==> config.mk <==
export PLATFORM = sky130hd
export DESIGN_NAME = saod_dma
export DESIGN_NICKNAME = d
export VERILOG_FILES = /design/src/rtl/saod_pkg.sv /design/src/rtl/saod_dma.sv
export SDC_FILE = /design/constraint.sdc
export NUM_CORES = 1
export LEC_CHECK = 0
export BUFFER_PORTS_ARGS = -buffer_cell sky130_fd_sc_hd__buf_2
export CAP_MARGIN = 20
export CORE_ASPECT_RATIO = 1.1
export CORE_UTILIZATION = 45
export DETAILED_ROUTE_END_ITERATION = 8
export HOLD_SLACK_MARGIN = 0.02
export PLACE_DENSITY = 0.7
export REMOVE_ABC_BUFFERS = 1
export SKIP_LAST_GASP = 1
export SLEW_MARGIN = 25
export SYNTH_ARGS = -nofsm -noshare
export SYNTH_HDL_FRONTEND = slang
export SYNTH_SLANG_ARGS = --single-unit
==> constraint.sdc <==
create_clock -name CLK_I -period 4.6 [get_ports CLK_I]
set_clock_uncertainty 0.1 [all_clocks]
set_input_delay 0.69 -clock CLK_I [delete_from_list [all_inputs] [get_ports CLK_I]]
set_output_delay 0.69 -clock CLK_I [all_outputs]
set_load 0.01 [all_outputs]
==> src/rtl/saod_pkg.sv <==
package saod_pkg;
	// Register map, byte offsets on the register port.
	localparam int ADDR_W = 5;
	localparam logic [4:0] OFF_STATUS = 5'h00;
	localparam logic [4:0] OFF_CONTROL = 5'h04;
	localparam logic [4:0] OFF_FIRST_BASE = 5'h08;
	localparam logic [4:0] OFF_SECOND_BASE = 5'h0C;
	localparam logic [4:0] OFF_SIZE = 5'h10;
	localparam logic [4:0] OFF_TSTAMP = 5'h14;

	// Flag positions in the status register; acks and enables use the same order.
	localparam int FLG_FIRST = 0;
	localparam int FLG_SECOND = 1;
	localparam int FLG_BW = 2;
	localparam int FLG_UDR = 3;
	localparam int NUM_FLAGS = 4;
	localparam int STAT_ACTIVE = 4;

	// Control register: acks in [3:0], interrupt enables in [7:4], transmit enable.
	localparam int CTL_ACK_LSB = 0;
	localparam int CTL_IEN_LSB = 4;
	localparam int CTL_TX_EN = 8;

	// Word geometry of the memory stream.
	localparam int WORD_BITS = 32;
	localparam logic [31:0] BYTES_PER_WORD = 32'h0000_0004;
	localparam logic [4:0] LAST_BIT = 5'h1F;

	// Values after reset.
	localparam logic [31:0] RST_WORD = 32'h0000_0000;
	localparam logic [3:0] RST_FLAGS = 4'h0;
	localparam logic RST_ACTIVE = 1'b1;

	typedef enum logic {SAOD_IDLE, SAOD_RUN} saod_state_t;
endpackage : saod_pkg

==> src/rtl/saod_dma.sv <==
// Function
// Software loads both bases and size, a multiple of 64 bytes, first.
// Writing one to transmit enable starts sending the first buffer.
// First buffer drained: drop active, take timestamp, set its flag, go on.
// First drained flag with its enable raises the interrupt.
// Acknowledge write clears the drained flag and withdraws its interrupt.
// Second buffer drains likewise, then the first again, alternating forever.
// Both drained before acknowledge: set underrun, switch anyway with stale data.
// Internal buffer empty when a word is needed sets bandwidth error.
// One interrupt line for any enabled flag among the four.
// All four flags stay set until their acknowledge bit is written.
// An acknowledged flag drops in the cycle after the write.
// The interrupt input should be level sensitive at the controller.
// A 32-bit counter on the clock runs from the common reset.
// Timestamp register holds the count when the last buffer bit leaves.
// Read-only active bit is high for first buffer, low for second.
// Acknowledge bits read zero, zero writes ignored, bandwidth ack clears error.
// Clearing transmit enable stops only after the current word is finished.
// Fetch each buffer sequentially base to base plus size, staying ahead.
module saod_dma #(
	parameter int DEPTH = 4
) (
	input wire logic CLK_I, // System clock, 40 MHz.
	input wire logic RESET_N_I, // Synchronous reset, active low.
	input wire logic [4:0] REG_ADDR_I, // Register byte offset.
	input wire logic REG_WE_I, // Register write strobe.
	input wire logic REG_RE_I, // Register read strobe.
	input wire logic [31:0] REG_WDATA_I, // Register write data.
	output logic [31:0] REG_RDATA_O, // Read data, one cycle after the strobe.
	output logic MEM_REQ_O, // Highway read request.
	output logic [31:0] MEM_ADDR_O, // Highway word address in bytes.
	input wire logic MEM_GNT_I, // Highway accepts the request.
	input wire logic MEM_RVALID_I, // Highway read data valid.
	input wire logic [31:0] MEM_RDATA_I, // Highway read data.
	input wire logic BIT_TICK_I, // One pulse per output bit period.
	output logic SER_DATA_O, // Serial output bit, LSB first.
	output logic IRQ_O // Level interrupt request.
);
	localparam int PTR_W = $clog2(DEPTH);
	localparam int CNT_W = $clog2(DEPTH + 1);

	saod_pkg::saod_state_t state_reg, state_next;
	logic [31:0] base_reg [2], base_next [2];
	logic [31:0] size_reg, size_next;
	logic [3:0] ien_reg, ien_next;
	logic tx_en_reg, tx_en_next;
	logic [3:0] flags_reg, flags_next;
	logic active_reg, active_next;
	logic [31:0] tcount_reg, tcount_next;
	logic [31:0] tstamp_reg, tstamp_next;
	logic [31:0] rdata_reg, rdata_next;
	logic irq_reg, irq_next;
	logic ser_reg, ser_next;
	logic req_reg, req_next;
	logic wait_reg, wait_next;
	logic fetch_buf_reg, fetch_buf_next;
	logic [31:0] fetch_off_reg, fetch_off_next;
	logic [31:0] addr_reg, addr_next;
	logic pend_last_reg, pend_last_next;
	logic pend_buf_reg, pend_buf_next;
	logic [31:0] fifo_data_reg [DEPTH], fifo_data_next [DEPTH];
	logic [1:0] fifo_tag_reg [DEPTH], fifo_tag_next [DEPTH];
	logic [PTR_W-1:0] wr_ptr_reg, wr_ptr_next, rd_ptr_reg, rd_ptr_next;
	logic [CNT_W-1:0] count_reg, count_next;
	logic [31:0] shift_reg, shift_next;
	logic [4:0] bitcnt_reg, bitcnt_next;
	logic word_valid_reg, word_valid_next;
	logic word_last_reg, word_last_next;
	logic word_buf_reg, word_buf_next;

	logic ctl_wr, tick_last, buf_end, push, pop, start;
	logic [3:0] ack, set;
	logic [31:0] off_step;

	// Decode of strobes and the moment the final bit of a word leaves.
	assign ctl_wr = REG_WE_I && (REG_ADDR_I == saod_pkg::OFF_CONTROL);
	assign ack = ctl_wr ? REG_WDATA_I[saod_pkg::CTL_ACK_LSB +: 4] : 4'h0;
	assign tick_last = BIT_TICK_I && word_valid_reg && (bitcnt_reg == saod_pkg::LAST_BIT);
	assign buf_end = tick_last && word_last_reg;
	assign start = ctl_wr && REG_WDATA_I[saod_pkg::CTL_TX_EN] && (state_reg == saod_pkg::SAOD_IDLE);
	assign off_step = fetch_off_reg + saod_pkg::BYTES_PER_WORD;
	assign push = wait_reg && MEM_RVALID_I;
	// A cleared enable lets the word in flight finish but loads no further word.
	assign pop = (count_reg != '0) && (!word_valid_reg || tick_last) && (state_reg == saod_pkg::SAOD_RUN)
		&& tx_en_reg && !start;

	// Hardware events; each one wins over an acknowledge in the same cycle.
	always_comb begin
		set = 4'h0;
		set[saod_pkg::FLG_FIRST] = buf_end && !word_buf_reg;
		set[saod_pkg::FLG_SECOND] = buf_end && word_buf_reg;
		set[saod_pkg::FLG_UDR] = buf_end && (word_buf_reg ? flags_reg[saod_pkg::FLG_FIRST]
			: flags_reg[saod_pkg::FLG_SECOND]);
		set[saod_pkg::FLG_BW] = tick_last && tx_en_reg && (count_reg == '0) && !push;
	end

	// Next-state logic for registers, fetch engine, internal buffer and serializer.
	always_comb begin
		state_next = state_reg;
		base_next = base_reg;
		size_next = size_reg;
		ien_next = ien_reg;
		tx_en_next = tx_en_reg;
		tcount_next = tcount_reg + 32'h0000_0001;
		tstamp_next = tstamp_reg;
		active_next = active_reg;
		req_next = req_reg;
		wait_next = wait_reg;
		fetch_buf_next = fetch_buf_reg;
		fetch_off_next = fetch_off_reg;
		addr_next = addr_reg;
		pend_last_next = pend_last_reg;
		pend_buf_next = pend_buf_reg;
		fifo_data_next = fifo_data_reg;
		fifo_tag_next = fifo_tag_reg;
		wr_ptr_next = wr_ptr_reg;
		rd_ptr_next = rd_ptr_reg;
		count_next = count_reg;
		shift_next = shift_reg;
		bitcnt_next = bitcnt_reg;
		word_valid_next = word_valid_reg;
		word_last_next = word_last_reg;
		word_buf_next = word_buf_reg;
		ser_next = ser_reg;
		// Sticky flags: set beats clear, a clear lands one cycle after the write.
		flags_next = (flags_reg & ~ack) | set;
		// Register writes; acknowledge bits are not stored anywhere.
		if (REG_WE_I) begin
			case (REG_ADDR_I)
				saod_pkg::OFF_CONTROL: begin
					ien_next = REG_WDATA_I[saod_pkg::CTL_IEN_LSB +: 4];
					tx_en_next = REG_WDATA_I[saod_pkg::CTL_TX_EN];
				end
				saod_pkg::OFF_FIRST_BASE: base_next[0] = REG_WDATA_I;
				saod_pkg::OFF_SECOND_BASE: base_next[1] = REG_WDATA_I;
				saod_pkg::OFF_SIZE: size_next = REG_WDATA_I;
				default: ;
			endcase
		end
		// Read mux; the control word shows enables only, acks read as zero.
		rdata_next = rdata_reg;
		if (REG_RE_I) begin
			case (REG_ADDR_I)
				saod_pkg::OFF_STATUS: rdata_next = {27'h0, active_reg, flags_reg};
				saod_pkg::OFF_CONTROL: rdata_next = {23'h0, tx_en_reg, ien_reg, 4'h0};
				saod_pkg::OFF_FIRST_BASE: rdata_next = base_reg[0];
				saod_pkg::OFF_SECOND_BASE: rdata_next = base_reg[1];
				saod_pkg::OFF_SIZE: rdata_next = size_reg;
				saod_pkg::OFF_TSTAMP: rdata_next = tstamp_reg;
				default: rdata_next = saod_pkg::RST_WORD;
			endcase
		end
		// Run control: a fresh start rewinds to the first buffer.
		case (state_reg)
			saod_pkg::SAOD_IDLE: begin
				if (start) begin
					state_next = saod_pkg::SAOD_RUN;
					fetch_buf_next = 1'b0;
					fetch_off_next = saod_pkg::RST_WORD;
					active_next = 1'b1;
					wr_ptr_next = '0;
					rd_ptr_next = '0;
					count_next = '0;
				end
			end
			saod_pkg::SAOD_RUN: begin
				// Stopping waits for the word in flight to finish its last bit.
				if (!tx_en_reg && (!word_valid_reg || tick_last) && !req_reg && !wait_reg) begin
					state_next = saod_pkg::SAOD_IDLE;
				end
			end
			default: state_next = saod_pkg::SAOD_IDLE;
		endcase
		// Fetch one word at a time; only issue when a slot is guaranteed free.
		if (req_reg && MEM_GNT_I) begin
			req_next = 1'b0;
			wait_next = 1'b1;
		end else if (!req_reg && !wait_reg && (state_reg == saod_pkg::SAOD_RUN) && tx_en_reg
			&& (count_reg < CNT_W'(DEPTH))) begin
			req_next = 1'b1;
			addr_next = base_reg[fetch_buf_reg] + fetch_off_reg;
			pend_buf_next = fetch_buf_reg;
			pend_last_next = (off_step >= size_reg);
			if (off_step >= size_reg) begin
				fetch_off_next = saod_pkg::RST_WORD;
				fetch_buf_next = !fetch_buf_reg;
			end else begin
				fetch_off_next = off_step;
			end
		end
		if (push) begin
			wait_next = 1'b0;
			fifo_data_next[wr_ptr_reg] = MEM_RDATA_I;
			fifo_tag_next[wr_ptr_reg] = {pend_buf_reg, pend_last_reg};
			wr_ptr_next = PTR_W'(wr_ptr_reg + 1'b1);
		end
		// Serializer: shift one bit per tick, reload from the internal buffer.
		if (BIT_TICK_I) begin
			ser_next = word_valid_reg ? shift_reg[0] : 1'b0;
			shift_next = {1'b0, shift_reg[31:1]};
			bitcnt_next = bitcnt_reg + 5'h01;
		end
		if (tick_last) begin
			word_valid_next = 1'b0;
		end
		if (buf_end) begin
			tstamp_next = tcount_reg;
			active_next = word_buf_reg;
		end
		if (pop) begin
			shift_next = fifo_data_reg[rd_ptr_reg];
			word_last_next = fifo_tag_reg[rd_ptr_reg][0];
			word_buf_next = fifo_tag_reg[rd_ptr_reg][1];
			word_valid_next = 1'b1;
			bitcnt_next = 5'h00;
			rd_ptr_next = PTR_W'(rd_ptr_reg + 1'b1);
		end
		if (!start) begin
			count_next = CNT_W'(count_reg + CNT_W'(push) - CNT_W'(pop));
		end
		// One level line for all four enabled flags.
		irq_next = |(flags_next & ien_next);
	end

	// State registers; everything runs every edge.
	always_ff @(posedge CLK_I) begin
		if (!RESET_N_I) begin
			state_reg <= saod_pkg::SAOD_IDLE;
			base_reg <= '{default: saod_pkg::RST_WORD};
			size_reg <= saod_pkg::RST_WORD;
			ien_reg <= saod_pkg::RST_FLAGS;
			tx_en_reg <= 1'b0;
			flags_reg <= saod_pkg::RST_FLAGS;
			active_reg <= saod_pkg::RST_ACTIVE;
			tcount_reg <= saod_pkg::RST_WORD;
			tstamp_reg <= saod_pkg::RST_WORD;
			rdata_reg <= saod_pkg::RST_WORD;
			irq_reg <= 1'b0;
			ser_reg <= 1'b0;
			req_reg <= 1'b0;
			wait_reg <= 1'b0;
			fetch_buf_reg <= 1'b0;
			fetch_off_reg <= saod_pkg::RST_WORD;
			addr_reg <= saod_pkg::RST_WORD;
			pend_last_reg <= 1'b0;
			pend_buf_reg <= 1'b0;
			fifo_data_reg <= '{default: saod_pkg::RST_WORD};
			fifo_tag_reg <= '{default: 2'h0};
			wr_ptr_reg <= '0;
			rd_ptr_reg <= '0;
			count_reg <= '0;
			shift_reg <= saod_pkg::RST_WORD;
			bitcnt_reg <= 5'h00;
			word_valid_reg <= 1'b0;
			word_last_reg <= 1'b0;
			word_buf_reg <= 1'b0;
		end else begin
			state_reg <= state_next;
			base_reg <= base_next;
			size_reg <= size_next;
			ien_reg <= ien_next;
			tx_en_reg <= tx_en_next;
			flags_reg <= flags_next;
			active_reg <= active_next;
			tcount_reg <= tcount_next;
			tstamp_reg <= tstamp_next;
			rdata_reg <= rdata_next;
			irq_reg <= irq_next;
			ser_reg <= ser_next;
			req_reg <= req_next;
			wait_reg <= wait_next;
			fetch_buf_reg <= fetch_buf_next;
			fetch_off_reg <= fetch_off_next;
			addr_reg <= addr_next;
			pend_last_reg <= pend_last_next;
			pend_buf_reg <= pend_buf_next;
			fifo_data_reg <= fifo_data_next;
			fifo_tag_reg <= fifo_tag_next;
			wr_ptr_reg <= wr_ptr_next;
			rd_ptr_reg <= rd_ptr_next;
			count_reg <= count_next;
			shift_reg <= shift_next;
			bitcnt_reg <= bitcnt_next;
			word_valid_reg <= word_valid_next;
			word_last_reg <= word_last_next;
			word_buf_reg <= word_buf_next;
		end
	end

	// Outputs straight from flip-flops.
	assign REG_RDATA_O = rdata_reg;
	assign MEM_REQ_O = req_reg;
	assign MEM_ADDR_O = addr_reg;
	assign SER_DATA_O = ser_reg;
	assign IRQ_O = irq_reg;
endmodule : saod_dma

==> out/qor.yml, run 1 <==
setup_path:
  r2r_cells: 15
  r2r-start: "fetch_off_reg[4]$_SDFF_PN0_"
  r2r-end: "fetch_off_reg[14]$_SDFF_PN0_"
  cp_cell_sequence: "and4_1 -> nand4_1 -> nor2_1 -> nand2_1 -> and2_1 -> or2_2 -> ha_1 -> and2_0 -> a221o_1 -> a21oi_1 -> o211ai_1 -> a21oi_1 -> and2_1 -> buf_4 -> a22o_1"
  worstSetupEndpointType: "flop"
  path_class: "flop to flop"
  cp.depth: 15
  crit_buf_inv: 1
  cp.arrival_ns: 4.63
  cp.required_ns: 5.04
  cp_max_fo: 17
  cp_top_family: "simple AND/OR/NAND/NOR gates"
  max_stage_delay_ns: 0.44
  slowest_stage: "dfxtp_1"
  reg2reg_slack_ns: 0.41
  start_kind: "flop"
  critPathLaunch: "fetch_off_reg[4]$_SDFF_PN0_"
synthesis:
  netlist_instances: 2644
  ys_warn_count: 0
  synth_edf_count: 0
  synthFlopType: "dfxtp_1"
  ys_ff_latch: 457
  synthArstFlopShare_pct: 0
  syn_avg_cell_area_um2: 8.169
  ys_seq_area_share_pct: 42.36
  syn-cell-area_mm2: 0.02160
  synth_cell_type_count: 72
global_route:
  grt_pass1_vias: 18761
  antenna_found_initial: 7
  grt_pass1_wl_mm: 97.89
  grt_max_degree: 177
  grt-ovfl-total: 0
  grt_usage_pct: 25.19
finish:
  drive_gt1_share_pct: 12.82
  layout.nets: 2842
  final_common_cell: "nand2_1"
  fillers: 4476
  area_growth_pct: 12.99
  fin_util_pct: 51.88
  seq_area_mm2: 0.009153
  largest_reg_flops: 128
  multi_input_area_mm2: 0.01148
  final_cell_mix: "nand2_1 (662), dfxtp_1 (456), a21oi_1 (354), nor2_1 (145), buf_2 (142)"
timing:
  hold_violations: 0
  setup_ws_ns: 0.4083
  tightest_slew_ns: 0.9044
  setup_tns_ns: 0
  finalSetupViolCount: 0
  clock.fmax_mhz: 238.6
  rsz0062_at_grt: "no"
  fin_crit_sh_pct: 91.12
  period_needed_ns: 4.192
  holdWs_ns: 0.2477
  drv_slew: 0
  relSlewSlack_pct: 39.49
detailed_routing:
  wire_per_inst_um: 18.36
  wl_met2_mm: 30.94
  met3_length_mm: 4.121
  highest_layer: "met5"
  viasPerCell: 5.681
  wl_met1_mm: 24.21
  drt_iter0_drc: 1553
  firstDrtPassIters: 6
  antenna_left: 0
  drcViolationCount: 0
  vias: 19152
  routed_wl_mm: 61.89
floorplan:
  dieArea_mm2: 0.04888
  fp.dieW_um: 210.9
  die_h_um: 231.8
  rows: 83
  initial_core_util_pct: 45.91
  core_area_mm2: 0.04704
  io_pins: 143
power:
  power.total_uw: 8338
  power.density_mw_per_mm2: 341.7
  vdd_drop_max_v: 0.0002806
  p_leak_uw: 0.008883
placement:
  gp_congestion: 0.8784
  io_buffer_count: 142
  dp_hpwl_mm: 41.19
  pre_cts_ws_ns: 0.4714
clock_network:
  cts-htree-levels: 2
  cts_resized: 0
  cts.sinks: 457
  ctsLongestPathBuffers: 3
  cts_tree: "built"
  clock_latency_ns: 0.61
  clk_pin_slew_ns: 0.06
  cts_buffers: 48
  root_buffer: "clkbuf_16"
  post_cts_buffers: 0
  ctsHoldBuffers: 0
worst_hold_path:
  min_from: "REG_WDATA_I[28]"
  hold_path_depth: 3
  worstHoldPathType: "input pin to flop"
  min_to: "base_reg[28]$_SDFFE_PN0P_"
outcome:
  outcome: "complete, no violations"
job:
  max_cap_viol_count: 0
## Yosys cell counts (all sizes together) (20+ instances only)
| master | instances | share of area (%) |
|---|---|---|
| a22o | 32 | 1.3 |
| buf | 22 | 0.50 |
| a221oi | 25 | 1.0 |
| nand4 | 20 | 0.61 |
| a211oi | 46 | 1.6 |
| and2 | 53 | 1.5 |
| xor2 | 33 | 1.3 |
| a22oi | 32 | 1.1 |
| ha | 73 | 4.2 |
| a21oi | 355 | 8.2 |
| mux2 | 34 | 1.8 |
| o22ai | 34 | 0.98 |
| xnor2 | 40 | 1.6 |
| dfxtp | 457 | 42 |
| and3 | 23 | 0.67 |
| o21ai | 54 | 1.3 |
| nand2 | 666 | 12 |
| clkbuf | 156 | 2.7 |
| mux2i | 41 | 1.9 |
| inv | 81 | 1.4 |
| mux4 | 34 | 3.5 |
| nand3 | 40 | 0.95 |
| nor2 | 145 | 2.5 |
## cell type report
type	instances	share of cell area (%)
Multi-Input combinational cell	1927	47.05
Antenna cell	3	0.03076
Clock buffer	71	5.727
Clock inverter	19	1.154
Sequential cell	457	37.50
Inverter	82	1.292
Timing Repair Buffer	175	3.978
Tap cell	637	3.266
## cells by family after synthesis
kind of cell             Yosys count  share of synthesized area (%)
AO/OA/AOI/OAI                    647                          18.05
XOR/XNOR                          73                          2.960
adder cells (fa/ha/maj)           75                          4.414
buffers and inverters            260                          4.640
flip-flops                       457                          42.36
multiplexers                     109                          7.218
AND/OR/NAND/NOR                 1023                          20.36
## where the power goes
group | total, µW | switching (µW) | leakage, µW | internal [µW]
clock | 4120 | 1660 | 0.000826 | 2450
sequential | 3980 | 10.0 | 0.00368 | 3970
combinational | 245 | 180 | 0.00437 | 64.5
## worst min-delay path: cells and delay by family
kind	cells	cell delay, ns
buf+inv	1	0.12
simple gates	1	0.05
compound gates	1	0.05
## per-stage QoR
step / std cells / cell area (µm²)
floorplan: 2466 / 20900
global placement: 3278 / 22710
detailed placement: 3278 / 22710
CTS: 3368 / 24390
global route: 3370 / 24400
finish: 3371 / 24400
## worst max path at each step
stage,endpoint,slack (ns)
2_1_floorplan,fetch_off_reg[2]$_SDFF_PN0_,-4.09
3_3_place_gp,fetch_off_reg[15]$_SDFF_PN0_,0.55
3_5_place_dp,fetch_off_reg[30]$_SDFF_PN0_,0.47
4_1_cts,fetch_off_reg[14]$_SDFF_PN0_,0.44
5_1_grt,fetch_off_reg[14]$_SDFF_PN0_,0.08
6_report,fetch_off_reg[14]$_SDFF_PN0_,0.41
## routing by layer
metal	GRT usage, %	up-vias
li1	-	9216
met1	29.15	9163
met2	44.54	612
met3	4.571	153
met4	12.36	8
met5	0	-
(Power assumes the default switching activity.)
==> run 2, diff against run 1 <==
--- a/config.mk
+++ b/config.mk
@@ -8,10 +8,11 @@
 export BUFFER_PORTS_ARGS = -buffer_cell sky130_fd_sc_hd__buf_2
 export CAP_MARGIN = 20
 export CORE_ASPECT_RATIO = 1.1
-export CORE_UTILIZATION = 45
+export CORE_UTILIZATION = 57
 export DETAILED_ROUTE_END_ITERATION = 8
 export HOLD_SLACK_MARGIN = 0.02
-export PLACE_DENSITY = 0.7
+export PLACE_DENSITY = 0.84
+export RECOVER_POWER = 25
 export REMOVE_ABC_BUFFERS = 1
 export SKIP_LAST_GASP = 1
 export SLEW_MARGIN = 25
==> run 2 against run 1 <==
- the flow now finishes with violations (max-capacitance violations, max-slew violations)
- wire length is 2.8% lower
- sequential share of layout area grew 0.58 points
- sequential power hardly changed
- first-iteration DRC count decreased by 1.6%
- final area is 1.6% lower
- combinational power fell by 2%
- sequential cell count did not move
- global-route usage up 5.9 points
- cell count shrank 4.4%
- largest cell class unchanged
==> out/qor.yml, run 2 (synthesis gave the netlist of run 1 again) <==
outcome:
  outcome: "complete, but fails checks"
  violations: "max-capacitance violations, max-slew violations"
global_route:
  grt_max_degree: 114  # -36%
  busiest_layer: "met2"
  gr-usage-met2_pct: 55.53  # +11 points
  grt-ovfl-total: 0  # unchanged
  grt_pass1_vias: 19459  # +3.7%
  antenna_found_initial: 5  # -2
  grt_usage_pct: 31.07  # +5.9 points
  met1_usage_pct: 34.34  # +5.2 points
  grt_pass1_wl_mm: 96.69  # -1.2%
  grt_use_met3_pct: 5.706  # +1.1 points
placement:
  dp_cells: 3139  # -4.2%
  place_area_mm2: 0.02254  # -0.75%
  io_buffer_count: 142  # unchanged
  dp_hpwl_mm: 39.90  # -3.1%
  pre_cts_ws_ns: 0.5472  # +0.07585 ns
  gp_congestion: 0.9047  # +3.0%
setup_path:
  reg2reg_slack_ns: 0.43  # +0.02 ns
  start_kind: "input pin"
  cp_top_family: "buffers and inverters"
  cp.arrival_ns: 4.67  # +0.04 ns
  critPathLaunch: "REG_ADDR_I[2]"
  crit_buf_inv: 3  # +2
  slowest_stage: "clkbuf_1"
  r2r-end: "fetch_off_reg[2]$_SDFF_PN0_"
  max_stage_delay_ns: 1.52  # +1.08 ns
  cp.depth: 7  # -8
  cp_max_fo: 38  # +21
  cp.required_ns: 4.98  # -0.06 ns
  path_class: "input pin to flop"
  cp_cell_sequence: "clkbuf_1 -> clkbuf_1 -> nor2b_1 -> nand2_1 -> clkbuf_1 -> nand2_1 -> a21oi_1"
  r2r-start: "fetch_off_reg[5]$_SDFF_PN0_"
  cp_common_cell: "clkbuf_1"
  r2r_cells: 15  # unchanged
  worstSetupEndpointType: "flop"
power:
  vdd_drop_max_v: 0.0003475  # +24%
  power_switching_uw: 1775  # -4.2%
  seq_power_share_pct: 49.0  # +1.3 points
  p_leak_uw: 0.008520  # -4.1%
  power_frac_clock_pct: 48.0  # -1.4 points
  pwr-share-comb_pct: 3.0  # about the same
  power.density_mw_per_mm2: 337.9  # -1.1%
  switching_share_pct: 21.87  # -0.35 points
  p_int_uw: 6343  # -2.2%
clock_network:
  cts_tree: "built"
  root_buffer: "clkbuf_16"
  cts_resized: 0  # unchanged
  cts_buffers: 46  # -4.2%
  post_cts_buffers: 0  # unchanged
  cts-htree-levels: 2  # unchanged
  cts.sinks: 457  # unchanged
  clk_pin_slew_ns: 0.06  # about the same
  ctsLongestPathBuffers: 3  # unchanged
  ctsHoldBuffers: 0  # unchanged
  clock_latency_ns: 0.59  # -0.02 ns
finish:
  area_growth_pct: 11.24
  final_cell_mix: "nand2_1 (666), dfxtp_1 (456), a21oi_1 (354), nor2_1 (145), clkbuf_1 (83)"
  final_cells: 3223  # -4.4%
  stdcell_area_mm2: 0.02403  # -1.6%
  final_common_cell: "nand2_1"
  fillers: 3124  # -30%
  largest_reg_flops: 128  # unchanged
  layout.nets: 2844  # +0.070%
  drive_gt1_share_pct: 9.905  # -2.9 points
worst_hold_path:
  worstHoldPathType: "input pin to flop"
  min_to: "fifo_data_reg[43]$_SDFFE_PN0P_"
  hold_path_depth: 3  # unchanged
  min_from: "MEM_RDATA_I[11]"
timing:
  hold_violations: 0  # unchanged
  fin_crit_sh_pct: 93.22  # +2.1 points
  setup_ws_ns: 0.3117  # -0.09653 ns
  period_needed_ns: 4.288  # +0.09653 ns
  tightest_slew_ns: 2.496  # +1.591 ns
  finalSetupViolCount: 0  # unchanged
  relSlewSlack_pct: -66.39  # -110 points
  drv_slew: 128  # +128
  rsz0062_at_grt: "no"
  clock.fmax_mhz: 233.2  # -2.3%
floorplan:
  rows: 74  # -11%
  io_pins: 143  # unchanged
  die_h_um: 206.2  # -11%
  core_area_mm2: 0.03722  # -21%
  fp.dieW_um: 187.6  # -11%
  dieArea_mm2: 0.03868  # -21%
  initial_core_util_pct: 58.03  # +12 points
detailed_routing:
  vias: 19440  # +1.5%
  wire_per_inst_um: 18.66  # +1.6%
  drcViolationCount: 0  # unchanged
  firstDrtPassIters: 6  # unchanged
  routed_wl_mm: 60.14  # -2.8%
  viasPerCell: 6.032  # +6.2%
  drt_iter0_drc: 1528  # -1.6%
  antenna_left: 0  # unchanged
job:
  max_cap_viol_count: 4  # +4
-- run 2: cell count changes in the layout (fill, tap and decap cells not counted), moves of 2 or more --
cell	previous run	this run
buf_2	142	73
clkinv_2	8	5
clkbuf_1	12	83
bufinv_16	6	4
nand2_2	4	0
nand2_1	662	666
-- run 2: worst max path at each step --
stage	to	slack (ns)
finish	size_reg[13]$_SDFFE_PN0P_	0.31
CTS	fetch_off_reg[2]$_SDFF_PN0_	0.49
floorplan	fetch_off_reg[2]$_SDFF_PN0_	-4.09
global placement	fetch_off_reg[2]$_SDFF_PN0_	0.69
global route	fetch_off_reg[2]$_SDFF_PN0_	0.19
detailed placement	fetch_off_reg[2]$_SDFF_PN0_	0.55
-- run 2: final cells by class --
class                           instances  area (µm²)  area share (%)
Sequential cell                       457        9150           38.08
Tap cell                              494       618.1           2.573
Clock buffer                           70        1394           5.802
Multi-Input combinational cell       1927       11470           47.75
Antenna cell                            3       7.507         0.03125
Inverter                               82       309.0           1.286
Clock inverter                         11       182.7          0.7603
Timing Repair Buffer                  179       892.1           3.713
-- run 2: worst register-to-register path: stages, from the launching register on --
cell     delay [ns]
dfxtp_1        0.43
and4_1         0.29
nand4_1        0.25
nor2_1         0.32
nand2_1        0.15
and2_1         0.19
or2_2          0.30
ha_1           0.29
and2_0         0.16
nand4_1        0.13
nor4_1         0.42
nand3_1        0.12
buf_4          0.20
and2_1         0.16
buf_4          0.22
mux2_2         0.30
-- run 2: stage by stage --
step | util, % | hold slack, ns | total power, µW | TNS (ns)
after floorplan | - | 0.3331 | 4159 | -960.83
after global placement | 60.57 | 0.3327 | 4292 | 0
after detailed placement | 60.57 | 0.3444 | 4299 | 0
after CTS | 64.80 | 0.2463 | 8152 | 0
after global routing | 64.53 | 0.2612 | 8345 | 0
final | 64.55 | 0.2662 | 8119 | 0
-- run 2: layer usage --
metal	vias to the layer above	share of wire, %	routed length, µm
met5	-	0.043	26
met4	4	5.7	3409
met3	242	7.2	4323
met2	761	49	29730
met1	9213	38	22640
li1	9220	-	-
-- run 2: power groups by stage --
stage                     registers (µW)  clock network, µW  logic [µW]
after global routing                3980               4110         255
final                               3980               3900         240
after floorplan                     4060                  0        95.7
after CTS                           3980               3940         235
after detailed placement            4070                  0         233
after global placement              4070                  0         227
==> run 3, diff against run 2 <==
==> constraint.sdc (replaced) <==
create_clock -name CLK_I -period 4.6 [get_ports CLK_I]
set_clock_uncertainty 0.1 [all_clocks]
set_input_delay 1.15 -clock CLK_I [delete_from_list [all_inputs] [get_ports CLK_I]]
set_output_delay 1.15 -clock CLK_I [all_outputs]
set_load 0.01 [all_outputs]
==> run 3 against run 2 <==
- the run still ends with max-capacitance violations, max-slew violations left
- global-route usage is essentially flat
- sequential power is essentially flat
- die area is the same
- first-iteration DRC count grew 11%
- sequential cell count is the same
- fmax shrank 2.4%
- wire length grew 0.47%
- worst setup slack lost 0.11 ns
- hold slack gained 0.083 ns
- non-clock buffer count shrank 3
- cell count grew 0.19%
- via count shrank 0.49%
==> out/qor.yml, run 3 (synthesis gave the netlist of run 1 again) <==
outcome:
  outcome: "complete, but fails checks"
  violations: "max-capacitance violations, max-slew violations"
placement:
  io_buffer_count: 142  # unchanged
  pre_cts_ws_ns: 0.3793  # -0.1679 ns
  dp_hpwl_mm: 40.05  # +0.36%
  place_area_mm2: 0.02253  # about the same
  gp_congestion: 0.9015  # -0.35%
global_route:
  grt_pass1_vias: 19014  # -2.3%
  grt-ovfl-total: 0  # unchanged
  grt_max_degree: 170  # +49%
  grt_usage_pct: 31.03  # -0.038 points
  antenna_found_initial: 5  # unchanged
  grt_pass1_wl_mm: 96.07  # -0.64%
finish:
  stdcell_area_mm2: 0.02409  # +0.28%
  fillers: 3122  # -0.064%
  final_cell_mix: "nand2_1 (666), dfxtp_1 (456), a21oi_1 (354), nor2_1 (145)"
  largest_reg_flops: 128  # unchanged
  final_common_cell: "nand2_1"
  drive_gt1_share_pct: 10.33  # +0.43 points
  layout.nets: 2843  # -0.035%
  area_growth_pct: 11.55
timing:
  fin_crit_sh_pct: 95.54  # +2.3 points
  hold_violations: 0  # unchanged
  tightest_slew_ns: 3.299  # +0.8033 ns
  setup_ws_ns: 0.2051  # -0.1066 ns
  drv_slew: 252  # +97%
  rsz0062_at_grt: "no"
  holdWs_ns: 0.3493  # +0.08307 ns
  finalSetupViolCount: 0  # unchanged
  relSlewSlack_pct: -119.9  # -54 points
  clock.fmax_mhz: 227.5  # -2.4%
  period_needed_ns: 4.395  # +0.1066 ns
floorplan:
  die_h_um: 206.2  # unchanged
  initial_core_util_pct: 58.03  # unchanged
  rows: 74  # unchanged
  io_pins: 143  # unchanged
  fp.dieW_um: 187.6  # unchanged
  dieArea_mm2: 0.03868  # unchanged
  core_area_mm2: 0.03722  # unchanged
setup_path:
  slowest_stage: "clkbuf_2"
  cp_max_fo: 169  # +340%
  cp.required_ns: 4.79  # -0.19 ns
  worstSetupEndpointType: "flop"
  reg2reg_slack_ns: 0.29  # -0.14 ns
  cp_top_family: "buffers and inverters"
  cp.arrival_ns: 4.58  # -0.09 ns
  max_stage_delay_ns: 2.42  # +0.90 ns
  cp_cell_sequence: "buf_2 -> inv_8 -> clkbuf_2 -> a21oi_1"
  crit_buf_inv: 3  # unchanged
  start_kind: "input pin"
  path_class: "input pin to flop"
clock_network:
  post_cts_buffers: 0  # unchanged
  cts_resized: 0  # unchanged
  ctsHoldBuffers: 0  # unchanged
  cts-htree-levels: 2  # unchanged
  cts.sinks: 457  # unchanged
  ctsLongestPathBuffers: 3  # unchanged
  cts_buffers: 48  # +4.3%
  clock_latency_ns: 0.60  # about the same
  clk_pin_slew_ns: 0.07  # about the same
  cts_tree: "built"
  root_buffer: "clkbuf_16"
power:
  power_frac_clock_pct: 49.1  # +1.1 points
  power_switching_uw: 1851  # +4.2%
  power.total_uw: 8294  # +2.2%
  power.density_mw_per_mm2: 344.2  # +1.9%
  vdd_drop_max_v: 0.0004039  # +16%
  pwr-share-comb_pct: 2.9  # about the same
  p_leak_uw: 0.008577  # +0.68%
  seq_power_share_pct: 48.0  # -1.0 points
  switching_share_pct: 22.31  # +0.45 points
  p_int_uw: 6443  # +1.6%
detailed_routing:
  firstDrtPassIters: 6  # unchanged
  wire_per_inst_um: 18.71  # +0.29%
  drt_iter0_drc: 1689  # +11%
  drcViolationCount: 0  # unchanged
  antenna_left: 0  # unchanged
  viasPerCell: 5.991  # -0.68%
  vias: 19344  # -0.49%
  routed_wl_mm: 60.42  # +0.47%
worst_hold_path:
  worstHoldPathType: "flop to flop"
job:
  max_cap_viol_count: 3  # -1
run 3: cell types whose count changed in the layout (fill, tap and decap cells not counted), moves of 2 or more:
cell / previous run / this run
clkinv_2: 5 / 8
diode_2: 3 / 5
inv_8: 0 / 2
buf_2: 73 / 81
clkbuf_1: 83 / 74
run 3: through the flow:
stage | util [%] | TNS, ns | std cells
global placement | 60.54 | 0 | 3136
CTS | 64.98 | 0 | 3224
global route | 64.70 | 0 | 3225
floorplan | - | -1147.59 | 2466
finish | 64.73 | 0 | 3229
detailed placement | 60.54 | 0 | 3136
run 3: routing by layer:
metal	global-route usage [%]	vias to the layer above	part of all wire [%]
li1	-	9230	-
met4	19.13	2	5.3
met2	55.67	788	50
met1	33.87	9126	37
met3	5.994	198	7.9
met5	0	-	0.028
run 3: tightest hold or removal path, delay by kind of cell (launching register included):
kind,cells,cell delay [ns]
compound gates,1,0.05
simple gates,1,0.05
flops,1,0.30
run 3: final timing paths:
| kind | startpoint | endpoint | depth (start not counted) |
|---|---|---|---|
| setup / recovery | RESET_N_I | fifo_data_reg[96]$_SDFFE_PN0P_ | 4 |
| setup reg to reg | fetch_off_reg[12]$_SDFF_PN0_ | fetch_off_reg[28]$_SDFF_PN0_ | 15 |
| hold reg to reg | MEM_ADDR_O[7]$_SDFFE_PN0P_ | MEM_ADDR_O[7]$_SDFFE_PN0P_ | 2 |
| hold / removal | MEM_ADDR_O[7]$_SDFFE_PN0P_ | MEM_ADDR_O[7]$_SDFFE_PN0P_ | 2 |
run 3: area by class of cell:
| class | instances | area, µm² | area share (%) |
|---|---|---|---|
| flip-flops and latches | 457 | 9150 | 37.98 |
| well taps | 494 | 618.1 | 2.565 |
| multi-input cells | 1927 | 11470 | 47.59 |
| diodes | 5 | 12.51 | 0.05193 |
| clock buffers | 70 | 1405 | 5.832 |
| inverters | 82 | 315.3 | 1.309 |
| clock inverters | 18 | 246.5 | 1.023 |
| repair buffers | 176 | 879.6 | 3.651 |
run 3: power by group through the flow:
stage / combinational (µW) / clock (µW) / sequential, µW
2_1_floorplan: 95.7 / 0 / 4060
3_3_place_gp: 228 / 0 / 4070
3_5_place_dp: 234 / 0 / 4070
4_1_cts: 236 / 4090 / 3980
5_1_grt: 255 / 4260 / 3980
6_report: 241 / 4070 / 3980
